`src/rtl/arc_defs.svh`:
```
// constants of the reset and calibration sequencer
// assumes one 50 MHz core clock and an apb register bus
`ifndef ARC_DEFS_SVH
`define ARC_DEFS_SVH

// ----------------------------------------
// timing
// ----------------------------------------
`define ARC_CLK_HZ 50000000
`define ARC_CAL_NOM_MS 200
`define ARC_CAL_MAX_MS 550
`define ARC_CAL_CYC ((`ARC_CAL_NOM_MS) * (`ARC_CLK_HZ / 1000))
`define ARC_RELOCK_US 52
`define ARC_RELOCK_CYC ((`ARC_RELOCK_US) * (`ARC_CLK_HZ / 1000000))
`define ARC_PIPE_DEPTH 8
`define ARC_FULL_SCALE 12'hFFF

// ----------------------------------------
// tri-level divider select codes and half periods
// ----------------------------------------
`define ARC_DIVSEL_GND 2'h0
`define ARC_DIVSEL_FLOAT 2'h1
`define ARC_DIVSEL_SUPPLY 2'h2
`define ARC_HALF_DIV1 3'h1
`define ARC_HALF_DIV2 3'h2
`define ARC_HALF_DIV4 3'h4

// ----------------------------------------
// register map (byte addresses)
// ----------------------------------------
`define ARC_OFF_CTRL 8'h00
`define ARC_OFF_STATUS 8'h04
`define ARC_OFF_IRQ_STAT 8'h08
`define ARC_OFF_IRQ_MASK 8'h0C
`define ARC_CTRL_OVR_BIT 0
`define ARC_CTRL_CODE_LSB 1
`define ARC_CTRL_RECAL_BIT 3
`define ARC_IRQ_CAL_START 0
`define ARC_IRQ_CAL_DONE 1
`define ARC_IRQ_RELOCK 2
`define ARC_IRQ_W 3

`endif

```
`src/rtl/arc_pkg.sv`:
```
// types of the reset and calibration sequencer
// assumes the constants header is included where numbers are needed
package arc_pkg;
   typedef enum logic [1:0] {
      ARC_ST_HELD = 2'b00,
      ARC_ST_CAL = 2'b01,
      ARC_ST_RUN = 2'b10
   } arc_state_t;
endpackage : arc_pkg

```
`src/rtl/arc_clk_if.sv`:
```
// signals between the sequencer and its sample clock divider
// assumes both ends run on the core clock
`timescale 1ns/10ps
interface arc_clk_if;
   logic [2:0] half;
   logic hold;
   logic rise_tick;
   logic fall_tick;
   logic sclk;
   modport gen (input half, input hold, output rise_tick, output fall_tick, output sclk);
   modport use_end (output half, output hold, input rise_tick, input fall_tick, input sclk);
endinterface : arc_clk_if

```
`src/rtl/arc_cal_seq.sv`:
```
// converter reset, calibration, clock divider and output latency sequencer
// assumes an apb master on clk_in; pins arrive asynchronously
// How it works
// each sample appears on the outputs seven and a half sample clocks after capture
// calibration starts when the calibration reset rises
// over-range flag forced high from reset low until calibration ends
// sample clock held low during reset, restarts on next edge after release
// calibration takes the nominal time; host allows up to the maximum
// a reset low for one cycle or more always recalibrates
// power-on detector releases reset, which starts calibration automatically
// host sends no serial transactions during power-on calibration
// host keeps the conversion clock frequency stable during calibration
// host keeps the serial data line high during power-up
// external logic lets the reset line start low at power-up
// host sets pins as for power-on before a recalibration
// tri-level select pin: ground divides by 2, float by 1, supply by 4
// a divider setting written by software overrides the select pin
// after a clock frequency change the loop relocks within 52 us
// host sees completion as over-range falling, timeout at maximum time
//
// Decided for this implementation: the APB register port and the register offsets.
`timescale 1ns/10ps
`include "arc_defs.svh"
module arc_cal_seq #(
   parameter logic [24:0] CAL_CYCLES = 25'(`ARC_CAL_CYC)
) (
   input wire logic clk_in,
   input wire logic reset_in,
   input wire logic por_ok_in,
   input wire logic calib_reset_low_in,
   input wire logic [1:0] divider_select_pin_in,
   input wire logic [11:0] sample_data_in,
   output logic sample_clock_out,
   output logic [11:0] data_out,
   output logic over_range_out,
   output logic irq_out,
   input wire logic psel,
   input wire logic penable,
   input wire logic pwrite,
   input wire logic [7:0] paddr,
   input wire logic [31:0] pwdata,
   output logic [31:0] prdata,
   output logic pready,
   output logic pslverr
);
   // ----------------------------------------
   // pin synchronisers
   // ----------------------------------------
   logic [1:0] por_sync_reg;
   logic [1:0] rst_sync_reg;
   logic [1:0] sel_meta_reg;
   logic [1:0] sel_sync_reg;

   always_ff @(posedge clk_in or posedge reset_in) begin
      if (reset_in) begin
         por_sync_reg <= 2'h0;
         rst_sync_reg <= 2'h0;
         sel_meta_reg <= `ARC_DIVSEL_FLOAT;
         sel_sync_reg <= `ARC_DIVSEL_FLOAT;
      end else begin
         por_sync_reg <= {por_sync_reg[0], por_ok_in};
         rst_sync_reg <= {rst_sync_reg[0], calib_reset_low_in};
         sel_meta_reg <= divider_select_pin_in;
         sel_sync_reg <= sel_meta_reg;
      end
   end

   // ----------------------------------------
   // registers and wires
   // ----------------------------------------
   arc_pkg::arc_state_t state_reg;
   logic [24:0] cal_cnt_reg;
   logic soft_low_reg;
   logic eff_low;
   logic ovr_en_reg;
   logic [1:0] ovr_code_reg;
   logic [1:0] code_next;
   logic [2:0] half_next;
   logic [2:0] half_reg;
   logic [11:0] relock_cnt_reg;
   logic locked_reg;
   logic [11:0] pipe_reg [`ARC_PIPE_DEPTH];
   logic [11:0] data_reg;
   logic or_reg;
   logic [`ARC_IRQ_W-1:0] irq_stat_reg;
   logic [`ARC_IRQ_W-1:0] irq_mask_reg;
   logic [`ARC_IRQ_W-1:0] irq_set;
   logic [31:0] prdata_reg;
   logic wr_en;
   logic mapped;
   logic cal_start;
   logic cal_done;
   logic relock_done;

   arc_clk_if ck ();

   arc_clk_div u_div (
      .clk_in(clk_in),
      .reset_in(reset_in),
      .ck(ck)
   );

   // ----------------------------------------
   // calibration sequence
   // ----------------------------------------
   // the pin low, the power-on detector not yet released, or a software pulse
   assign eff_low = !rst_sync_reg[1] || !por_sync_reg[1] || soft_low_reg;
   assign cal_start = (state_reg == arc_pkg::ARC_ST_HELD) && !eff_low;
   assign cal_done = (state_reg == arc_pkg::ARC_ST_CAL) && !eff_low && (cal_cnt_reg == CAL_CYCLES - 25'h1);

   always_ff @(posedge clk_in or posedge reset_in) begin
      if (reset_in) begin
         state_reg <= arc_pkg::ARC_ST_HELD;
      end else begin
         case (state_reg)
            arc_pkg::ARC_ST_HELD: begin
               if (!eff_low) begin
                  state_reg <= arc_pkg::ARC_ST_CAL;
               end
            end
            arc_pkg::ARC_ST_CAL: begin
               if (eff_low) begin
                  state_reg <= arc_pkg::ARC_ST_HELD;
               end else if (cal_done) begin
                  state_reg <= arc_pkg::ARC_ST_RUN;
               end
            end
            arc_pkg::ARC_ST_RUN: begin
               if (eff_low) begin
                  state_reg <= arc_pkg::ARC_ST_HELD;
               end
            end
            default: begin
               state_reg <= arc_pkg::ARC_ST_HELD;
            end
         endcase
      end
   end

   always_ff @(posedge clk_in or posedge reset_in) begin
      if (reset_in) begin
         cal_cnt_reg <= 25'h0;
      end else if (state_reg != arc_pkg::ARC_ST_CAL) begin
         cal_cnt_reg <= 25'h0;
      end else begin
         cal_cnt_reg <= cal_cnt_reg + 25'h1;
      end
   end

   // ----------------------------------------
   // divider selection and loop relock
   // ----------------------------------------
   assign code_next = ovr_en_reg ? ovr_code_reg : sel_sync_reg;

   always_comb begin
      case (code_next)
         `ARC_DIVSEL_GND: half_next = `ARC_HALF_DIV2;
         `ARC_DIVSEL_SUPPLY: half_next = `ARC_HALF_DIV4;
         default: half_next = `ARC_HALF_DIV1;
      endcase
   end

   always_ff @(posedge clk_in or posedge reset_in) begin
      if (reset_in) begin
         half_reg <= `ARC_HALF_DIV1;
      end else begin
         half_reg <= half_next;
      end
   end

   // a ratio change restarts the relock wait; samples still flow meanwhile
   assign relock_done = !locked_reg && (relock_cnt_reg == 12'h1);

   always_ff @(posedge clk_in or posedge reset_in) begin
      if (reset_in) begin
         relock_cnt_reg <= 12'h0;
         locked_reg <= 1'b1;
      end else if (half_next != half_reg) begin
         relock_cnt_reg <= 12'(`ARC_RELOCK_CYC);
         locked_reg <= 1'b0;
      end else if (relock_cnt_reg != 12'h0) begin
         relock_cnt_reg <= relock_cnt_reg - 12'h1;
         locked_reg <= (relock_cnt_reg == 12'h1);
      end
   end

   assign ck.half = half_reg;
   assign ck.hold = state_reg == arc_pkg::ARC_ST_HELD;
   assign sample_clock_out = ck.sclk;

   // ----------------------------------------
   // sample pipeline
   // ----------------------------------------
   // captured on the rising sample edge, launched on the falling one
   always_ff @(posedge clk_in or posedge reset_in) begin
      if (reset_in) begin
         for (int i = 0; i < `ARC_PIPE_DEPTH; i++) begin
            pipe_reg[i] <= 12'h000;
         end
      end else if (ck.rise_tick) begin
         pipe_reg[0] <= sample_data_in;
         for (int i = 1; i < `ARC_PIPE_DEPTH; i++) begin
            pipe_reg[i] <= pipe_reg[i-1];
         end
      end
   end

   always_ff @(posedge clk_in or posedge reset_in) begin
      if (reset_in) begin
         data_reg <= 12'h000;
      end else if (ck.fall_tick) begin
         data_reg <= pipe_reg[`ARC_PIPE_DEPTH-1];
      end
   end

   // flag is forced until run; afterwards it tracks full scale per sample
   always_ff @(posedge clk_in or posedge reset_in) begin
      if (reset_in) begin
         or_reg <= 1'b1;
      end else if (eff_low || state_reg != arc_pkg::ARC_ST_RUN) begin
         or_reg <= 1'b1;
      end else if (ck.fall_tick) begin
         or_reg <= pipe_reg[`ARC_PIPE_DEPTH-1] == `ARC_FULL_SCALE;
      end
   end

   assign data_out = data_reg;
   assign over_range_out = or_reg;

   // ----------------------------------------
   // apb slave
   // ----------------------------------------
   assign mapped = (paddr == `ARC_OFF_CTRL) || (paddr == `ARC_OFF_STATUS) ||
                   (paddr == `ARC_OFF_IRQ_STAT) || (paddr == `ARC_OFF_IRQ_MASK);
   assign wr_en = psel && penable && pwrite && mapped;
   assign pready = 1'b1;
   assign pslverr = psel && penable && !mapped;
   assign prdata = prdata_reg;

   always_ff @(posedge clk_in or posedge reset_in) begin
      if (reset_in) begin
         ovr_en_reg <= 1'b0;
         ovr_code_reg <= `ARC_DIVSEL_FLOAT;
      end else if (wr_en && paddr == `ARC_OFF_CTRL) begin
         ovr_en_reg <= pwdata[`ARC_CTRL_OVR_BIT];
         ovr_code_reg <= pwdata[`ARC_CTRL_CODE_LSB +: 2];
      end
   end

   // a one-cycle internal low is enough to recalibrate
   always_ff @(posedge clk_in or posedge reset_in) begin
      if (reset_in) begin
         soft_low_reg <= 1'b0;
      end else begin
         soft_low_reg <= wr_en && paddr == `ARC_OFF_CTRL && pwdata[`ARC_CTRL_RECAL_BIT];
      end
   end

   always_ff @(posedge clk_in or posedge reset_in) begin
      if (reset_in) begin
         irq_mask_reg <= '0;
      end else if (wr_en && paddr == `ARC_OFF_IRQ_MASK) begin
         irq_mask_reg <= pwdata[`ARC_IRQ_W-1:0];
      end
   end

   // read data is latched in setup so it stands through the access phase
   always_ff @(posedge clk_in or posedge reset_in) begin
      if (reset_in) begin
         prdata_reg <= 32'h0000_0000;
      end else if (psel && !penable) begin
         case (paddr)
            `ARC_OFF_CTRL: prdata_reg <= {28'h0, 1'b0, ovr_code_reg, ovr_en_reg};
            `ARC_OFF_STATUS: prdata_reg <= {27'h0, code_next, locked_reg, state_reg};
            `ARC_OFF_IRQ_STAT: prdata_reg <= {29'h0, irq_stat_reg};
            `ARC_OFF_IRQ_MASK: prdata_reg <= {29'h0, irq_mask_reg};
            default: prdata_reg <= 32'h0000_0000;
         endcase
      end
   end

   // ----------------------------------------
   // interrupts
   // ----------------------------------------
   assign irq_set = {relock_done, cal_done, cal_start};

   // a set in the clearing cycle wins
   always_ff @(posedge clk_in or posedge reset_in) begin
      if (reset_in) begin
         irq_stat_reg <= '0;
      end else if (wr_en && paddr == `ARC_OFF_IRQ_STAT) begin
         irq_stat_reg <= (irq_stat_reg & ~pwdata[`ARC_IRQ_W-1:0]) | irq_set;
      end else begin
         irq_stat_reg <= irq_stat_reg | irq_set;
      end
   end

   assign irq_out = |(irq_stat_reg & irq_mask_reg);
endmodule : arc_cal_seq

```
`src/rtl/arc_clk_div.sv`:
```
// sample clock divider: period of two half periods of core cycles
// assumes half is 1, 2 or 4 and hold is synchronous to clk_in
`timescale 1ns/10ps
`include "arc_defs.svh"
module arc_clk_div (
   input wire logic clk_in,
   input wire logic reset_in,
   arc_clk_if.gen ck
);
   logic [3:0] phase_reg;
   logic [3:0] last;
   logic sclk_reg;

   assign last = {ck.half, 1'b0} - 4'h1;
   assign ck.rise_tick = !ck.hold && (phase_reg == 4'h0);
   assign ck.fall_tick = !ck.hold && (phase_reg == {1'b0, ck.half});
   assign ck.sclk = sclk_reg;

   // restarting at phase zero makes the first edge after release a rising one
   always_ff @(posedge clk_in or posedge reset_in) begin
      if (reset_in) begin
         phase_reg <= 4'h0;
      end else if (ck.hold || phase_reg >= last) begin
         phase_reg <= 4'h0;
      end else begin
         phase_reg <= phase_reg + 4'h1;
      end
   end

   always_ff @(posedge clk_in or posedge reset_in) begin
      if (reset_in) begin
         sclk_reg <= 1'b0;
      end else if (ck.hold) begin
         sclk_reg <= 1'b0;
      end else if (ck.rise_tick) begin
         sclk_reg <= 1'b1;
      end else if (ck.fall_tick) begin
         sclk_reg <= 1'b0;
      end
   end
endmodule : arc_clk_div

```
`config.mk`:
```
export PLATFORM = sky130hd
export DESIGN_NAME = arc_cal_seq
export DESIGN_NICKNAME = d
export VERILOG_FILES = /design/src/rtl/arc_pkg.sv /design/src/rtl/arc_clk_if.sv /design/src/rtl/arc_cal_seq.sv /design/src/rtl/arc_clk_div.sv
export VERILOG_INCLUDE_DIRS = /design/src /design/src/rtl
export SDC_FILE = /design/constraint.sdc
export NUM_CORES = 1
export LEC_CHECK = 0
export BUFFER_PORTS_ARGS = -buffer_cell sky130_fd_sc_hd__buf_2
export CORE_ASPECT_RATIO = 0.8
export CORE_MARGIN = 2
export CORE_UTILIZATION = 55
export CTS_BUF_LIST = sky130_fd_sc_hd__clkbuf_8
export DETAILED_ROUTE_END_ITERATION = 8
export HOLD_SLACK_MARGIN = 0.15
export PLACE_DENSITY_LB_ADDON = 0.3
export RECOVER_POWER = 25
export SYNTH_ARGS = -nofsm -noshare
export SYNTH_HDL_FRONTEND = slang
export SYNTH_SLANG_ARGS = --single-unit
```
`constraint.sdc`:
```
create_clock -name clk_in -period 7.7 [get_ports clk_in]
set_input_delay 0.385 -clock clk_in [delete_from_list [all_inputs] [get_ports clk_in]]
set_output_delay 0.385 -clock clk_in [all_outputs]
set_load 0.01 [all_outputs]
```
==> flow_summary.yaml, run 1 <==
outcome:
  outcome: "finished with violations"
  violations: "capacitance limit, slew limit"
worst_setup_path:
  worstReg2RegEnd: "pipe_reg[93]"
  reg2reg_depth: 4
  cp-start-kind: "input pin"
  worstSetupPathType: "input pin to asynchronous set/reset pin"
  regToRegSetupSlack_ns: 4.85
  critPathMaxFanout: 110
  end_kind: "asynchronous set/reset pin"
  worstPathRequired_ns: 8.18
  r2r-start: "state_reg[1]"
  cp_data_arrival_time_ns: 4.10
clock_tree:
  cts_resized: 0
  cts_buffers: 17
  cts-root-buf: "clkbuf_8"
  cts_tree: "done"
  clkTransAtPathRegs_ns: 0.09
  cts_buffer_depth: 2
  hold_buffers: 14
  htree_levels: 4
  clock_latency_ns: 0.45
  clkSinkCount: 180
  post-cts-setup-buffers: 0
synth:
  ys.flop_type: "dfrtp_1"
  synth_cells: 601
  yosys.cell_types.count: 55
  ys_async_sr_fraction: 1.00
  ys_warn_count: 0
  synth_area_per_cell_um2: 13.0
  synth_edf_count: 0
  netlist_area_um2: 7810
  yosysSeqAreaShare: 0.578
  ys_ff_latch: 180
placed_design:
  dp_hpwl_um: 8700
  gp_congestion: 0.823
  dpl_cell_area_um2: 8130
  port_buffers: 53
sta:
  hold_violations: 0
  rsz0062_at_grt: "false"
  skew_ns: 0.0183
  setup_violations: 0
  period_needed_ns: 3.62
  tightest_slew_ns: 4.60
  slew_headroom: -2.09
  slew_violations: 111
  timing.fmax_mhz: 276
  fin_setup_tns_ns: 0
  post-route-period-util: 0.471
die:
  coreArea_um2: 13700
  placementRows: 38
  initial_core_util: 0.570
  die_width_um: 137
  dieArea_um2: 15200
  num_io_pins: 110
  die_h_um: 111
route:
  routed-via-count: 4783
  wl_um: 13100
  ant_nets: 0
  drt-initial-drc-count: 295
  wl_per_cell_um: 15.2
  first_pass_iters: 5
  avgViaCountPerCell: 5.55
  drc_errors: 0
grt:
  grt_pass1_wl_um: 22800
  met3_usage: 0.0560
  grt_pass1_vias: 4904
  met2_usage: 0.301
  grt.busiest_layer: "met2"
  grt_start_max_net_pins: 111
  grt_usage: 0.188
  grt-ovfl-total: 0
  use_met1: 0.249
  antenna_found_initial: 0
power:
  pwr-share-comb: 0.159
  intPower_mw: 1.84
  p_sw_mw: 0.628
  clkPwrFrac: 0.297
  power_switching_share: 0.254
  leakage_nw: 3.87
  peakVddDrop_mv: 0.212
  powerDensity_nw_per_um2: 282
  pwr-share-seq: 0.543
hold_path:
  hp-start: "sample_data_in[8]"
  worstHoldPathType: "input pin to flop"
  hold_depth: 2
  min_to: "pipe_reg[92]"
final_layout:
  area_growth_pct: 12.1
  final_common_cell: "dfrtp_1"
  drive_gt1_frac: 0.328
  largest_reg_flops: 96
  layout_common_cells: "dfrtp_1 (174), mux2_2 (117), buf_2 (53), nor2_1 (35), conb_1 (28)"
  stdcell_area_um2: 8750
  final_util: 0.639
  fillerInstances: 1039
  nNetsFinal: 740
  n_antenna_cell: 0
job:
  maxCapViolCount: 1
-- Yosys cell counts (7+ instances only) --
| cell | number | share of area |
|---|---|---|
| or3_1 | 10 | 0.0080 |
| buf_4 | 28 | 0.027 |
| nor4_1 | 13 | 0.010 |
| o31ai_1 | 8 | 0.0077 |
| clkbuf_1 | 13 | 0.0063 |
| nor2_1 | 35 | 0.017 |
| a21oi_1 | 12 | 0.0077 |
| inv_1 | 16 | 0.0077 |
| nand2b_1 | 8 | 0.0064 |
| nand4_1 | 11 | 0.0088 |
| dfrtp_1 | 174 | 0.56 |
| nand3_1 | 13 | 0.0083 |
| nand2_1 | 17 | 0.0082 |
| mux2_2 | 117 | 0.17 |
| xnor2_1 | 16 | 0.018 |
| ha_1 | 10 | 0.016 |
| or4_1 | 7 | 0.0067 |
-- routing by layer --
layer,part of all wire,up-vias
met5,0,-
met4,0.010,0
li1,-,2234
met1,0.44,2411
met2,0.49,125
met3,0.057,13
-- cell type report --
cell class | count | area [um^2] | area share
clock buffer | 18 | 248 | 0.0283
inverter | 16 | 61.3 | 0.00700
sequential | 180 | 4510 | 0.515
tap | 180 | 225 | 0.0257
timing repair buffer | 71 | 440 | 0.0503
multi-input combinational | 383 | 3050 | 0.348
clock inverter | 14 | 221 | 0.0253
-- how the worst max path moves through the flow --
stage / from / end / slack, ns / cells past startpoint
after floorplan: reset_in / cal_cnt_reg[0] / 2.44 / 1
after detailed placement: state_reg[1] / pipe_reg[20] / 4.87 / 4
after CTS: state_reg[1] / pipe_reg[50] / 4.83 / 4
final: reset_in / pipe_reg[93] / 4.08 / 3
after global routing: reset_in / pipe_reg[40] / 3.21 / 3
after global placement: state_reg[0] / pipe_reg[91] / 4.91 / 4
-- power groups by stage --
stage / sequential, mW / combinational [mW] / clock (mW)
after detailed placement: 1.36 / 0.392 / 0
after floorplan: 1.32 / 0.304 / 0
after global placement: 1.35 / 0.376 / 0
final: 1.34 / 0.393 / 0.735
after global routing: 1.38 / 0.437 / 0.798
after CTS: 1.34 / 0.401 / 0.757
-- worst max-delay path, stage by stage --
cell and delay, ns:
buf_2 0.10, clkinvlp_2 2.55, buf_4 0.98
-- kinds of logic (layout without fill, tap and decap cells) --
kind of cell             after synthesis  after routing  share of synthesized area
AO/OA/AOI/OAI                         52             52                     0.0471
adder cells (fa/ha/maj)               10             10                     0.0160
XOR/XNOR                              22             22                     0.0247
flip-flops                           180            180                      0.578
multiplexers                         122            122                      0.180
buffers and inverters                 64            119                     0.0462
other                                  2             28                   0.000962
AND/OR/NAND/NOR                      149            149                      0.107
-- metrics by stage --
step | hold slack, ns | cells | setup slack (ns) | total power, mW
floorplan | 0.331 | 627 | 2.44 | 1.63
global placement | 0.334 | 814 | 4.91 | 1.72
detailed placement | 0.336 | 814 | 4.87 | 1.75
CTS | 0.150 | 860 | 4.83 | 2.50
global route | 0.156 | 862 | 3.21 | 2.62
finish | 0.181 | 862 | 4.08 | 2.47
No activity file was read; power rests on OpenSTA's default activity.
==> run 2, diff against run 1 <==
--- a/config.mk
+++ b/config.mk
@@ -6,10 +6,11 @@
 export SDC_FILE = /design/constraint.sdc
 export NUM_CORES = 1
 export LEC_CHECK = 0
+export ABC_AREA = 1
 export BUFFER_PORTS_ARGS = -buffer_cell sky130_fd_sc_hd__buf_2
 export CORE_ASPECT_RATIO = 0.8
 export CORE_MARGIN = 2
-export CORE_UTILIZATION = 55
+export CORE_UTILIZATION = 54
 export CTS_BUF_LIST = sky130_fd_sc_hd__clkbuf_8
 export DETAILED_ROUTE_END_ITERATION = 8
 export HOLD_SLACK_MARGIN = 0.15
==> constraint.sdc (replaced) <==
create_clock -name clk_in -period 2.9 [get_ports clk_in]
set_input_delay 0.145 -clock clk_in [delete_from_list [all_inputs] [get_ports clk_in]]
set_output_delay 0.145 -clock clk_in [all_outputs]
set_load 0.01 [all_outputs]
==> flow_summary.yaml, run 2 <==
sta:
  tightest_slew_ns: 1.83
  slew_headroom: -0.225
  rsz0062_at_grt: "false"
  setup_ws_ns: 0.983
  slew_violations: 37
  fin_setup_tns_ns: 0
  setup_violations: 0
  timing.fmax_mhz: 522
  post-route-period-util: 0.661
  period_needed_ns: 1.92
  hold_violations: 0
  skew_ns: 0.0142
worst_setup_path:
  cp_data_arrival_time_ns: 2.26
  crit_chain: "inv_1 > ha_1 > xnor2_1 > ha_1 > nand2_1 > o211ai_1 > nor2_1"
  regToRegSetupSlack_ns: 0.98
  startpoint: "ck.half[0]"
  worstSetupPathType: "flop to flop"
  worstReg2RegEnd: "u_div.phase_reg[3]"
  crit_slowest_cell: "dfstp_2"
  critPathBufInv: 1
  worstPathRequired_ns: 3.24
  cpPeakStageDelay_ns: 0.58
  path_depth: 7
  cp-start-kind: "flop"
  critPathMaxFanout: 4
  reg2reg_depth: 7
  crit_top_cell: "ha_1"
  end_kind: "flop"
  path_delay_family: "flip-flops"
  r2r-start: "ck.half[0]"
synth:
  netlist_area_um2: 8170
  synth_top_cell_by_area: "dfrtp_1"
  ys_async_sr_fraction: 1.00
  yosysMostFrequentCell: "nand2_1"
  synthDominantCellAreaShare: 0.533
  yosys.cell_types.count: 34
  synth_cells: 944
  synth_common_cells: "nand2_1 (226), dfrtp_1 (174), nor2_1 (124)"
  synth_area_leaders: "dfrtp_1 (53%), nand2_1 (10%), nor2_1 (5.7%)"
  yosysSeqAreaShare: 0.552
  synth_area_per_cell_um2: 8.66
  ys_ff_latch: 180
  synth_edf_count: 0
  ys.flop_type: "dfrtp_1"
  ys_warn_count: 0
power:
  pwr-share-comb: 0.173
  peakVddDrop_mv: 0.398
  powerDensity_nw_per_um2: 704
  leakage_nw: 4.65
  clkPwrFrac: 0.297
  p_sw_mw: 1.90
  power_switching_share: 0.289
  pwr-share-seq: 0.530
  intPower_mw: 4.68
die:
  die_width_um: 142
  num_io_pins: 110
  initial_core_util: 0.548
  dieArea_um2: 16100
  placementRows: 40
  die_h_um: 114
  coreArea_um2: 14900
route:
  avgViaCountPerCell: 4.86
  ant_nets: 0
  routed-via-count: 6004
  drc_errors: 0
  first_pass_iters: 4
  wl_um: 14900
  drt-initial-drc-count: 357
  wl_per_cell_um: 12.1
grt:
  antenna_found_initial: 0
  grt_usage: 0.199
  grt-ovfl-total: 0
  grt_start_max_net_pins: 54
  grt_pass1_vias: 5489
  grt_pass1_wl_um: 25800
final_layout:
  stdcell_area_um2: 9350
  area_growth_pct: 14.4
  layout_common_cells: "nand2_1 (227), dfrtp_1 (174), nor2_1 (124), inv_1 (106), o21ai_0 (59)"
  n_antenna_cell: 0
  nNetsFinal: 1104
  final_common_cell: "nand2_1"
  fillerInstances: 1257
  final_util: 0.627
  drive_gt1_frac: 0.124
  largest_reg_flops: 96
clock_tree:
  cts_tree: "done"
  clock_latency_ns: 0.46
  clkSinkCount: 180
  htree_levels: 4
  cts_buffers: 17
  clkTransAtPathRegs_ns: 0.09
  cts-root-buf: "clkbuf_8"
  cts_buffer_depth: 2
outcome:
  outcome: "finished with violations"
  violations: "capacitance limit, slew limit"
hold_path:
  min_to: "irq_stat_reg[0]"
  worstHoldPathType: "input pin to flop"
  hp-start: "paddr[7]"
  hold_depth: 8
placed_design:
  gp_congestion: 0.888
  dp_slack_ns: 1.00
  dp_hpwl_um: 10300
  port_buffers: 53
  dpl_cell_area_um2: 8590
job:
  maxCapViolCount: 1
-- run 2: area by class of cell --
| class | instances | area (um^2) | area share |
|---|---|---|---|
| clock inverter | 15 | 224 | 0.0240 |
| tap | 189 | 236 | 0.0253 |
| clock buffer | 17 | 234 | 0.0250 |
| multi-input combinational | 625 | 3010 | 0.322 |
| sequential | 180 | 4510 | 0.483 |
| timing repair buffer | 95 | 698 | 0.0747 |
| inverter | 114 | 429 | 0.0459 |
-- run 2: how the worst max path moves through the flow --
stage	to
after floorplan	cal_cnt_reg[0]
after global placement	pipe_reg[71]
after detailed placement	pipe_reg[65]
after CTS	pipe_reg[65]
after global routing	pipe_reg[65]
final	u_div.phase_reg[3]
-- run 2: repair_timing --
| item | CTS | global route |
|---|---|---|
| resized for setup | 0 | 0 |
| setup buffers | 0 | 0 |
| endpoints found under the hold margin | 64 | 0 |
| hold buffers | 31 | 0 |
-- run 2: stage by stage --
stage | cells | hold WS (ns) | power (mW)
after floorplan | 970 | 0.149 | 4.31
after global placement | 1172 | 0.251 | 4.58
after detailed placement | 1172 | 0.251 | 4.66
after CTS | 1235 | 0.250 | 6.65
after global routing | 1235 | 0.283 | 7.00
final | 1235 | 0.275 | 6.58
-- run 2: metal layers --
metal  vias up  GRT usage  wire, um
met5         -          0         0
met4         0     0.0640       193
met3        18     0.0432       692
met2       128      0.287      6330
met1      2755      0.301      7720
li1       3103          -         -
-- run 2: cell families (layout without fill, tap and decap cells) --
kind of cell             Yosys count  after routing  synth area share
adder cells (fa/ha/maj)           10             10            0.0153
buffers and inverters            165            241            0.0916
flip-flops                       180            180             0.552
AO/OA/AOI/OAI                    119            119            0.0747
AND/OR/NAND/NOR                  436            436             0.227
other                              2             28          0.000919
XOR/XNOR                          18             18            0.0193
multiplexers                      14             14            0.0193
-- run 2: power groups by stage --
stage | Clock, mW | Combinational [mW] | Sequential, mW
floorplan | 0 | 0.816 | 3.50
global placement | 0 | 1.08 | 3.50
detailed placement | 0 | 1.13 | 3.53
CTS | 2.00 | 1.17 | 3.48
global route | 2.11 | 1.32 | 3.57
finish | 1.95 | 1.14 | 3.49
-- run 2: worst min-delay path: cells and delay by family --
kind	cells	cell delay (ns)
simple gates	6	0.43
buf+inv	2	0.11
==> run 3, diff against run 2 <==
--- a/config.mk
+++ b/config.mk
@@ -10,7 +10,7 @@
 export BUFFER_PORTS_ARGS = -buffer_cell sky130_fd_sc_hd__buf_2
 export CORE_ASPECT_RATIO = 0.8
 export CORE_MARGIN = 2
-export CORE_UTILIZATION = 54
+export CORE_UTILIZATION = 55
 export CTS_BUF_LIST = sky130_fd_sc_hd__clkbuf_8
 export DETAILED_ROUTE_END_ITERATION = 8
 export HOLD_SLACK_MARGIN = 0.15
==> constraint.sdc (replaced) <==
create_clock -name clk_in -period 1.8 [get_ports clk_in]
set_input_delay 0.09 -clock clk_in [delete_from_list [all_inputs] [get_ports clk_in]]
set_output_delay 0.09 -clock clk_in [all_outputs]
set_load 0.01 [all_outputs]
==> flow_summary.yaml, run 3 (synthesis gave the netlist of run 2 again) <==
die:
  dieArea_um2: 15900
  num_io_pins: 110
  initial_core_util: 0.568
  die_h_um: 113
  placementRows: 39
  die_width_um: 140
  coreArea_um2: 14400
sta:
  period_needed_ns: 1.78
  slew_headroom: 0.669
  fin_hold_ws_ns: 0.203
  hold_violations: 0
  post-route-period-util: 0.990
  timing.fmax_mhz: 561
  tightest_slew_ns: 0.493
  skew_ns: 0.0179
  fin_setup_tns_ns: 0
  slew_violations: 0
  setup_ws_ns: 0.0179
  rsz0062_at_grt: "true"
  setup_violations: 0
job:
  maxCapViolCount: 0
route:
  routed-via-count: 6131
  first_pass_iters: 5
  wl_um: 15500
  drc_errors: 0
  avgViaCountPerCell: 4.92
  ant_nets: 0
  wl_per_cell_um: 12.4
  drt-initial-drc-count: 484
final_layout:
  area_growth_pct: 14.9
  n_antenna_cell: 0
  fin_cells: 1246
  final_util: 0.652
  stdcell_area_um2: 9390
  largest_reg_flops: 96
  layout_common_cells: "nand2_1 (226), dfrtp_1 (174), nor2_1 (122), inv_1 (106), o21ai_0 (58)"
  nNetsFinal: 1120
  final_common_cell: "nand2_1"
  drive_gt1_frac: 0.127
  fillerInstances: 1172
worst_setup_path:
  cp_data_arrival_time_ns: 2.18
  reg2reg_depth: 8
  regToRegSetupSlack_ns: 0.02
  worstSetupPathType: "flop to flop"
  worstPathRequired_ns: 2.19
  critPathMaxFanout: 4
  end_kind: "flop"
  cp-start-kind: "flop"
clock_tree:
  cts-root-buf: "clkbuf_8"
  cts_buffers: 17
  clkTransAtPathRegs_ns: 0.10
  cts_tree: "done"
  cts_buffer_depth: 2
  clkSinkCount: 180
  clock_latency_ns: 0.46
  htree_levels: 4
grt:
  grt_usage: 0.210
  antenna_found_initial: 0
  grt_start_max_net_pins: 75
  grt-ovfl-total: 0
  grt_pass1_vias: 5641
  grt_pass1_wl_um: 26700
hold_path:
  worstHoldPathType: "input pin to flop"
  hold_depth: 6
power:
  leakage_nw: 4.64
  powerDensity_nw_per_um2: 1070
  peakVddDrop_mv: 0.726
  p_total_mw: 10.0
outcome:
  outcome: "finished clean"
placed_design:
  port_buffers: 53
  dp_hpwl_um: 10400
  dpl_cell_area_um2: 8650
  dp_slack_ns: 0.0153
  dp_cells: 1177
  gp_congestion: 0.884
==> run 3: cell count changes in the layout (fill, tap and decap cells not counted), moves of 2 or more <==
cell,delta
bufinv_16,-5
buf_2,-13
inv_2,-2
clkbuf_8,+3
buf_4,+12
nor2_2,+2
dlygate4sd3_1,+3
nor2_1,-2
clkinvlp_4,+2
clkbuf_1,+13
==> run 3: final timing paths <==
check	from	end
min reg2reg	sel_meta_reg[0]	sel_sync_reg[0]
max reg2reg	ck.half[0]	u_div.phase_reg[1]
min in group asynchronous	reset_in	cal_cnt_reg[3]
max in group asynchronous	reset_in	over_range_out
min	paddr[1]	irq_stat_reg[2]
max	ck.half[0]	u_div.phase_reg[1]
==> run 3: cell type report <==
class                   instances  area, um^2  area share
clock buffers                  20         275      0.0293
well taps                     184         230      0.0245
clock inverters                12        92.6     0.00987
flip-flops and latches        180        4510       0.481
repair buffers                111         800      0.0852
inverters                     114         432      0.0460
multi-input cells             625        3040       0.324
==> run 3: layer usage <==
layer | GRT usage | share of wire
met5 | 0 | 0
met4 | 0.0626 | 0.012
met3 | 0.0529 | 0.055
met2 | 0.290 | 0.42
met1 | 0.328 | 0.52
==> run 3: what timing repair did <==
action,4_1_cts,5_1_grt
endpoints found under the hold margin,210,0
setup buffers,0,2
endpoints found under the setup margin,0,11
hold buffers,35,0
gates resized for setup,0,12
==> run 3: critical path: stages, from the launching register on <==
cell and delay (ns):
dfstp_2 0.57, inv_4 0.05, ha_4 0.16, xnor2_2 0.12, ha_1 0.33, a21oi_2 0.14
o211ai_1 0.09, buf_4 0.17, nor2_2 0.10
==> run 3: power by group <==
part / leakage (nW) / switching [mW] / total, mW / internal, mW
combinational: 2.25 / 1.08 / 1.84 / 0.760
clock: 0.184 / 1.48 / 2.57 / 1.09
sequential: 2.21 / 0.502 / 5.60 / 5.10
total: 4.64 / 3.07 / 10.0 / 6.95
